--- src/logic/pcd_regs.svh ---
// Timing and level constants for the pulse count dimming control.
`ifndef PCD_REGS_SVH
`define PCD_REGS_SVH
// ---------------------------------------------------------------------------
// Clock and times
// ---------------------------------------------------------------------------
`define PCD_CLK_PERIOD_NS     10
`define PCD_MIN_LOW_NS        200
`define PCD_MAX_LOW_NS        100000
`define PCD_SHDN_LOW_MS       20
`define PCD_SHDN_LOW_NS       (`PCD_SHDN_LOW_MS * 1000000)
`define PCD_MIN_LOW_CYC       ((`PCD_MIN_LOW_NS + `PCD_CLK_PERIOD_NS - 1) / `PCD_CLK_PERIOD_NS)
`define PCD_MAX_LOW_CYC       (`PCD_MAX_LOW_NS / `PCD_CLK_PERIOD_NS)
`define PCD_SHDN_LOW_CYC      (`PCD_SHDN_LOW_NS / `PCD_CLK_PERIOD_NS)
`define PCD_TIMER_CNT_W       25
// ---------------------------------------------------------------------------
// Levels
// ---------------------------------------------------------------------------
`define PCD_NUM_LEVELS        32
`define PCD_FULL_SCALE_UA     25000
`define PCD_NUM_CHANNELS      6
`define PCD_CNT_RESET         5'h00
`endif

--- src/logic/pcd_pkg.sv ---
// Types shared by the pulse count dimming control.
package pcd_pkg;
  typedef enum logic [1:0] {
    PCD_SHUTDOWN,
    PCD_ACTIVE
  } pcd_state_t;
  typedef logic [4:0] pcd_level_t;
endpackage : pcd_pkg

--- src/logic/pcd_core.sv ---
// Pulse count dimming control: enable, 32-level count, gating and shutdown.
//
// Function
// - The first rising edge of the dimming input after shutdown enables the device at full scale 25 mA.
// - Every later qualified rising edge lowers the level by one thirty-second of full scale.
// - After 31 counted pulses the level is lowest and the next edge wraps to full scale.
// - There are exactly 32 levels, chosen only by pulsing the dimming input.
// - The level is the count, modulo 32, of qualified dimming pulses after the enabling edge since power-up or shutdown.
// - The dimming input also acts as enable: activity turns on, long low turns off.
// - While the gate input is high all six channels carry the programmed level.
// - While the gate input is low all channel currents are zero.
// - Either input held low for about 20 ms puts the device into shutdown.
// - The device is always shut down once the dimming input stays low beyond 20 ms.
// - Dimming low pulses shorter than the minimum low time are ignored and not counted.
// - A dimming low period longer than the maximum low time is treated as a shutdown request.
// - Supply undervoltage disables every channel and enters shutdown.
// - In shutdown every channel sink is high impedance with zero current.
`timescale 1ns/1ns
`include "pcd_regs.svh"
module pcd_core #(
  parameter int SHDN_CYC = `PCD_SHDN_LOW_CYC,
  parameter int MAXLO_CYC = `PCD_MAX_LOW_CYC
) (
  input  wire logic                      clk_sys_i,
  input  wire logic                      rst_i,
  input  wire logic                      dim_pulse_input_i,
  input  wire logic                      gate_i,
  input  wire logic                      uvlo_i,
  output logic [`PCD_NUM_CHANNELS-1:0]   channel_sink_en_o,
  output logic [`PCD_NUM_CHANNELS-1:0]   channel_sink_oe_o,
  output pcd_pkg::pcd_level_t            level_o,
  output logic                           enabled_o
);
  import pcd_pkg::*;

  // -------------------------------------------------------------------------
  // Helpers
  // -------------------------------------------------------------------------
  // A low of exactly the minimum programming time must still count.
  function automatic logic min_low_met(input logic [9:0] cnt);
    return cnt >= 10'(`PCD_MIN_LOW_CYC);
  endfunction : min_low_met

  // Sinks and status follow the next state, so all outputs move on one edge.
  function automatic logic state_on(input pcd_state_t st);
    return st == PCD_ACTIVE;
  endfunction : state_on

  // -------------------------------------------------------------------------
  // Input synchronisers
  // -------------------------------------------------------------------------
  logic [1:0] dim_s_q;
  logic [1:0] gate_s_q;
  logic [1:0] uv_s_q;
  logic       dim_prev_q;
  // Reset values match the pulled-down idle level of the pins, so no false edge follows reset.
  always_ff @(posedge clk_sys_i or posedge rst_i) begin
    if (rst_i) begin
      dim_s_q    <= 2'h0;
      gate_s_q   <= 2'h0;
      uv_s_q     <= 2'h0;
      dim_prev_q <= 1'b0;
    end else begin
      dim_s_q    <= {dim_s_q[0], dim_pulse_input_i};
      gate_s_q   <= {gate_s_q[0], gate_i};
      uv_s_q     <= {uv_s_q[0], uvlo_i};
      dim_prev_q <= dim_s_q[1];
    end
  end

  wire dim_lvl  = dim_s_q[1];
  wire gate_lvl = gate_s_q[1];
  wire uv_lvl   = uv_s_q[1];

  // -------------------------------------------------------------------------
  // Low-time measurement
  // -------------------------------------------------------------------------
  logic [9:0] low_cnt_q;
  logic [9:0] low_cnt_d;
  logic       short_ok;
  always_comb begin
    low_cnt_d = low_cnt_q;
    if (dim_lvl) begin
      low_cnt_d = 10'h000;
    end else if (!min_low_met(low_cnt_q)) begin
      low_cnt_d = low_cnt_q + 10'h001;
    end
  end
  // Looking at the next count lets the last low cycle qualify the pulse.
  assign short_ok = min_low_met(low_cnt_d);

  always_ff @(posedge clk_sys_i or posedge rst_i) begin
    if (rst_i) begin
      low_cnt_q <= 10'h000;
    end else begin
      low_cnt_q <= low_cnt_d;
    end
  end

  logic dim_long;
  logic dim_shdn;
  logic gate_shdn;
  // All three timers saturate; a dimming pin held low keeps the device shut down, but with the gate held low each dimming edge enables it for one cycle.
  // long low as shutdown
  pcd_low_timer #(.CNT_W(`PCD_TIMER_CNT_W), .LIMIT(MAXLO_CYC)) u_dim_max (
    .clk_sys_i (clk_sys_i),
    .rst_i     (rst_i),
    .level_i   (dim_lvl),
    .expired_o (dim_long)
  );
  pcd_low_timer #(.CNT_W(`PCD_TIMER_CNT_W), .LIMIT(SHDN_CYC)) u_dim_shdn (
    .clk_sys_i (clk_sys_i),
    .rst_i     (rst_i),
    .level_i   (dim_lvl),
    .expired_o (dim_shdn)
  );
  pcd_low_timer #(.CNT_W(`PCD_TIMER_CNT_W), .LIMIT(SHDN_CYC)) u_gate_shdn (
    .clk_sys_i (clk_sys_i),
    .rst_i     (rst_i),
    .level_i   (gate_lvl),
    .expired_o (gate_shdn)
  );

  // -------------------------------------------------------------------------
  // Enable state and pulse count
  // -------------------------------------------------------------------------
  pcd_state_t state_q;
  pcd_state_t state_d;
  pcd_level_t cnt_q;
  pcd_level_t cnt_d;
  logic       rise;
  logic       dim_held_q;
  logic       dim_held_d;
  assign rise = dim_lvl && !dim_prev_q;

  always_comb begin
    state_d    = state_q;
    cnt_d      = cnt_q;
    dim_held_d = dim_held_q;
    if (dim_lvl) begin
      dim_held_d = 1'b0;
    end else if (short_ok) begin
      dim_held_d = 1'b1;
    end
    case (state_q)
      PCD_SHUTDOWN: begin
        cnt_d = `PCD_CNT_RESET;
        // first edge enables at full scale
        // activity enables
        // Undervoltage blocks the enabling edge, so a sagging supply cannot restart the sinks.
        if (rise && !uv_lvl) begin
          state_d = PCD_ACTIVE;
        end
      end
      PCD_ACTIVE: begin
        if (uv_lvl || dim_long || dim_shdn || gate_shdn) begin
          state_d = PCD_SHUTDOWN;
          cnt_d   = `PCD_CNT_RESET;
        end else if (rise && dim_held_q) begin
          cnt_d = cnt_q + 5'h01;
        end
      end
      default: begin
        state_d = PCD_SHUTDOWN;
        cnt_d   = `PCD_CNT_RESET;
      end
    endcase
  end

  always_ff @(posedge clk_sys_i or posedge rst_i) begin
    if (rst_i) begin
      state_q    <= PCD_SHUTDOWN;
      cnt_q      <= `PCD_CNT_RESET;
      dim_held_q <= 1'b0;
    end else begin
      state_q    <= state_d;
      cnt_q      <= cnt_d;
      dim_held_q <= dim_held_d;
    end
  end

  // -------------------------------------------------------------------------
  // Channel drive
  // -------------------------------------------------------------------------
  logic [`PCD_NUM_CHANNELS-1:0] en_d;
  logic [`PCD_NUM_CHANNELS-1:0] oe_d;
  // Registered so the sinks never see a combinational glitch on the gate.
  always_comb begin
    en_d = '0;
    oe_d = '0;
    if (state_on(state_d)) begin
      oe_d = '1;
      if (gate_lvl) begin
        en_d = '1;
      end
    end
  end

  always_ff @(posedge clk_sys_i or posedge rst_i) begin
    if (rst_i) begin
      channel_sink_en_o <= '0;
      channel_sink_oe_o <= '0;
      level_o           <= `PCD_CNT_RESET;
      enabled_o         <= 1'b0;
    end else begin
      channel_sink_en_o <= en_d;
      channel_sink_oe_o <= oe_d;
      level_o           <= cnt_d;
      enabled_o         <= state_on(state_d);
    end
  end
endmodule : pcd_core

--- src/logic/pcd_low_timer.sv ---
// Low-time counter for one synchronised input.
`timescale 1ns/1ns
module pcd_low_timer #(
  parameter int CNT_W   = 25,
  parameter int LIMIT   = 2000000
) (
  input  wire logic clk_sys_i,
  input  wire logic rst_i,
  input  wire logic level_i,
  output logic      expired_o
);
  logic [CNT_W-1:0] cnt_q;
  logic [CNT_W-1:0] cnt_d;
  logic             exp_q;
  logic             exp_d;

  always_comb begin
    cnt_d = cnt_q;
    exp_d = 1'b0;
    if (level_i) begin
      cnt_d = '0;
    end else if (cnt_q >= CNT_W'(LIMIT)) begin
      exp_d = 1'b1;
    end else begin
      cnt_d = cnt_q + CNT_W'(1);
    end
  end

  always_ff @(posedge clk_sys_i or posedge rst_i) begin
    if (rst_i) begin
      cnt_q <= '0;
      exp_q <= 1'b0;
    end else begin
      cnt_q <= cnt_d;
      exp_q <= exp_d;
    end
  end

  assign expired_o = exp_q;
endmodule : pcd_low_timer

--- config.mk ---
export PLATFORM = sky130hd
export DESIGN_NAME = pcd_core
export DESIGN_NICKNAME = d
export VERILOG_FILES = /design/src/logic/pcd_pkg.sv /design/src/logic/pcd_core.sv /design/src/logic/pcd_low_timer.sv
export VERILOG_INCLUDE_DIRS = /design/src /design/src/logic
export SDC_FILE = /design/constraint.sdc
export NUM_CORES = 1
export LEC_CHECK = 0
export ABC_AREA = 1
export BUFFER_PORTS_ARGS = -buffer_cell sky130_fd_sc_hd__buf_4
export CAP_MARGIN = 5
export CORE_ASPECT_RATIO = 0.6
export CORE_MARGIN = 1.5
export CORE_UTILIZATION = 62
export CTS_CLUSTER_DIAMETER = 80
export DETAILED_ROUTE_END_ITERATION = 7
export PLACE_DENSITY_LB_ADDON = 0.12
export REMOVE_ABC_BUFFERS = 1
export SYNTH_ARGS = -nofsm -noshare
export SYNTH_HDL_FRONTEND = slang
export SYNTH_SLANG_ARGS = --single-unit
export TNS_END_PERCENT = 50
--- constraint.sdc ---
create_clock -name clk_sys_i -period 3.7 [get_ports clk_sys_i]
set_input_delay 0.555 -clock clk_sys_i [delete_from_list [all_inputs] [get_ports clk_sys_i]]
set_output_delay 0.555 -clock clk_sys_i [all_outputs]
set_load 0.05 [all_outputs]
==> summary.md <==
| Metric | Value |
|---|---|
| Outcome | completed |
| Logic gate share of total power | 5.2% |
| Final wirelength | 12.9 mm |
| Worst-case clock skew | 0.00731 ns |
| IO Pins | 23 |
| Hold_buf cts | 0 |
| Crit-path max FO | 36 |
| TritonRoute pass-1 iters | 5 |
| Mux cell area share after synthesis | 0% |
| NetSw | 0.000549 W |
| Pwr/cell area | 349 mW/mm^2 |
| ANT nets after route | 0 |
| CTS buffer count | 9 |
| CTS tree | done |
| Synthesized area per cell | 7.30 um^2 |
| Seq/Total Area, Yosys | 44.7% |
| R2R Setup Slk | 1.66 ns |
| Setup Fix Bufs, Post-CTS | 0 |
| Worst vdd rail ir drop | 0.281 mV |
| Syn Inst Count | 806 |
| Post-Synth Adder-Cell Area | 1.91% |
| Sum Neg Setup Slack | 0 ns |
| Syn-to-layout area delta | 7.81% |
| Met2 usage | 37.8% |
| GRT overflow | 0 |
| Max cap viols | 0 |
| Most numerous cell in the Yosys netlist | nand2_1 |
| CP required | a little under 4 ns |
| Initial Util | 64.0% |
| Antenna Cells | 0 |
| Busiest layer in global routing | met1 |
| Final GP Congestion | 0.955 |
| Core Box Area | ~0.009 mm^2 |
| Initial antenna violation count | 0 |
| Endpoints failing hold | 0 |
| Per-cell routed wire length | 13.6 um |
| Final Non-Filler Cells | 949 |
| Clock Tree Buf Depth | 2 |
| Synth unique cells | 37 |
| Unrepaired setup endpoints after global routing | false |
| Min-delay src | dim_pulse_input_i |
| Switching share of power | 24.8% |
| Slew of the pin with the lowest slew margin | 0.870 ns |
| Slowest-stage cell, CP | nand2_1 |
| All-layer global routing usage | between 20% and 30% |
| Compound-cell area share of the yosys netlist | around 4.4% |
| Share of the synthesized area in the top cell type | around 45% |
| Synth Cell Area | around 0.0059 mm^2 |
| Largest cells by area after synthesis | dfrtp_1, nand2_1, nor2_1, nand3_1, inv_1 |
| Synth warnings | 0 |
| Die footprint | ~0.010 mm^2 |
| Worst EP arrival | 2.27 ns |
| GR Layer Usage met1 | 43.8% |
| Post-Synth XOR/XNOR Area | 4.91% |
| First-pass GRT wire length | 21.5 mm |
| Flop pwr share | between 50 and 60% |
| Primary FF master, synth | dfrtp_1 |
| Max Fclk | 491 MHz |
| Most used cell, CP | nand2_1 |
| Ratio of cells with drive above 1 in the final layout | 8.18% |
| Inst Count DP | 933 |
| Post-synth EDFFs | 0 |
| WS Path Type | register to register |
| Crit path cell chain | inv_2 > nand2_1 > nand2_1 > nand2_1 |
| Final period utilization | 55.1% |
| Synth top cells by count | nand2_1, nor2_1, dfrtp_1, inv_1, nand3_1 |
| Lkg Pwr | 3.01 nW |
| Detailed-route via count | 5001 |
| Slew Limit Fails | 0 |
| # setup viols final | 0 |
| DRC errors left | 0 |
| H-tree depth | 3 |
| Critical Path Max Stage Delay | 0.71 ns |
| Largest net degree at the start of global routing | 68 |
| Final Net Count | 828 |
| Int Power | 0.00166 W |
| Die W | roughly 130 um |
| Clock power share | roughly 41% |
| Asr flop ratio synth | 100% |
| Vias in the first global route | roughly 4400 |
| Total power | 0.00221 W |
| Met3 Use GR | 6.82% |
| Worst setup path startpoint | dim_s_q[1] |
| Clock transition at the registers of the reported paths | 0.07 ns |
| #FFs+latches synth | 105 |
| Hold WC Path Type | input pin to register |
| Routed vias/inst | 5.27 |
| Post-detail-place hpwl | 9.27 mm |
| Die height | 78.4 um |
| DR iter-0 viols | 561 |
| Cell taking the most area after synthesis | dfrtp_1 |
| Min cycle time layout | 2.04 ns |
| Worst-skew pair later-pin latency | between 0.3 and 0.4 ns |
| TritonCTS Sinks | 105 |
| Rel. slew slack | 41.8% |
| PortBufs | 22 |
| Crit end category | register |
| Main combinational cell family by area after synthesis | simple AND/OR/NAND/NOR gates |
| Row cnt | 27 |
| CTS root buf | clkbuf_16 |
| Simple-Gate Fraction of Synth Area | between 30% and 40% |
| Worst setup SP type | register |
| PostCTS Resize Cnt | 0 |
| FF-to-FF Start | dim_s_q[1] |
==> layout make-up <==
type	instances	area [um^2]
Multi-Input combinational cell	581	2720
Tap cell	130	163
Inverter	89	337
Clock inverter	6	57.6
Clock buffer	10	229
Fill cell	771	2850
Timing Repair Buffer	28	210
Sequential cell	105	2630
==> placed cells by master (no fill, tap or decap), drive strengths merged, types with 2 or more instances in the layout <==
cell type / Yosys / final
nand3: 73 / 73
dfrtp: 105 / 105
nor3: 11 / 11
or2: 2 / 2
xor2: 23 / 23
buf: 23 / 28
a21oi: 11 / 11
inv: 88 / 92
nor2: 166 / 166
xnor2: 10 / 10
ha: 9 / 9
clkbuf: 8 / 10
nand2: 232 / 232
nand4: 8 / 8
clkinv: 1 / 3
nand3b: 3 / 3
o21ai: 26 / 26
==> stage by stage <==
stage	area [um^2]	utilization, %	worst slack (ns)	hold WS (ns)
global placement	6050	65.9	1.82	0.336
floorplan	5680	-	0.384	0.331
CTS	6340	69.0	1.69	0.299
global route	6340	69.0	1.53	0.294
finish	6340	69.0	1.66	0.309
detailed placement	6050	65.9	1.69	0.335
==> path summary, 6_finish.rpt <==
kind	endpoint	depth (start not counted)
worst max-delay path	u_dim_shdn.cnt_q[2]	4
worst min-delay path	dim_s_q[0]	1
worst max register to register	u_dim_shdn.cnt_q[2]	4
worst min register to register	gate_s_q[1]	0
max in group asynchronous	u_dim_shdn.cnt_q[4]	3
min in group asynchronous	u_dim_max.expired_o	2
==> power by group through the flow <==
stage               Sequential (W)  Clock (W)  Combinational (W)
global route               0.00118   0.000981           0.000129
detailed placement         0.00120          0           0.000116
finish                     0.00118   0.000916           0.000115
CTS                        0.00118   0.000941           0.000117
global placement           0.00120          0           0.000113
floorplan                  0.00122          0          0.0000550
==> critical path, delay by kind of cell (launching register included) <==
| kind | cells | cell delay, ns |
|---|---|---|
| DFF | 1 | 0.40 |
| buffers and inverters | 1 | 0.49 |
| and+or+nand+nor | 3 | 1.02 |
==> registers in the layout (all words and copies together), names as in the netlist, 2 cells and up <==
register           count
state_q                2
u_dim_shdn.cnt_q      25
low_cnt_q             10
u_dim_max.cnt_q       25
level_o                5
u_gate_shdn.cnt_q     25
uv_s_q                 2
dim_s_q                2
gate_s_q               2
==> routing by layer <==
metal | up-vias | share of wire, % | wire length [um]
met5 | - | 0 | 0
met3 | 8 | 7.1 | 921
li1 | 2494 | - | -
met2 | 150 | 40 | 5130
met4 | 0 | 0.73 | 94
met1 | 2349 | 53 | 6800
==> cell families after synthesis <==
| logic type | count (synthesis) |
|---|---|
| AND/OR/NAND/NOR | 497 |
| buffers and inverters | 120 |
| flip-flops | 105 |
| AO/OA/AOI/OAI | 41 |
| XOR/XNOR | 33 |
| adder cells (fa/ha/maj) | 9 |
| other | 1 |
No activity file was read; power rests on OpenSTA's default activity.
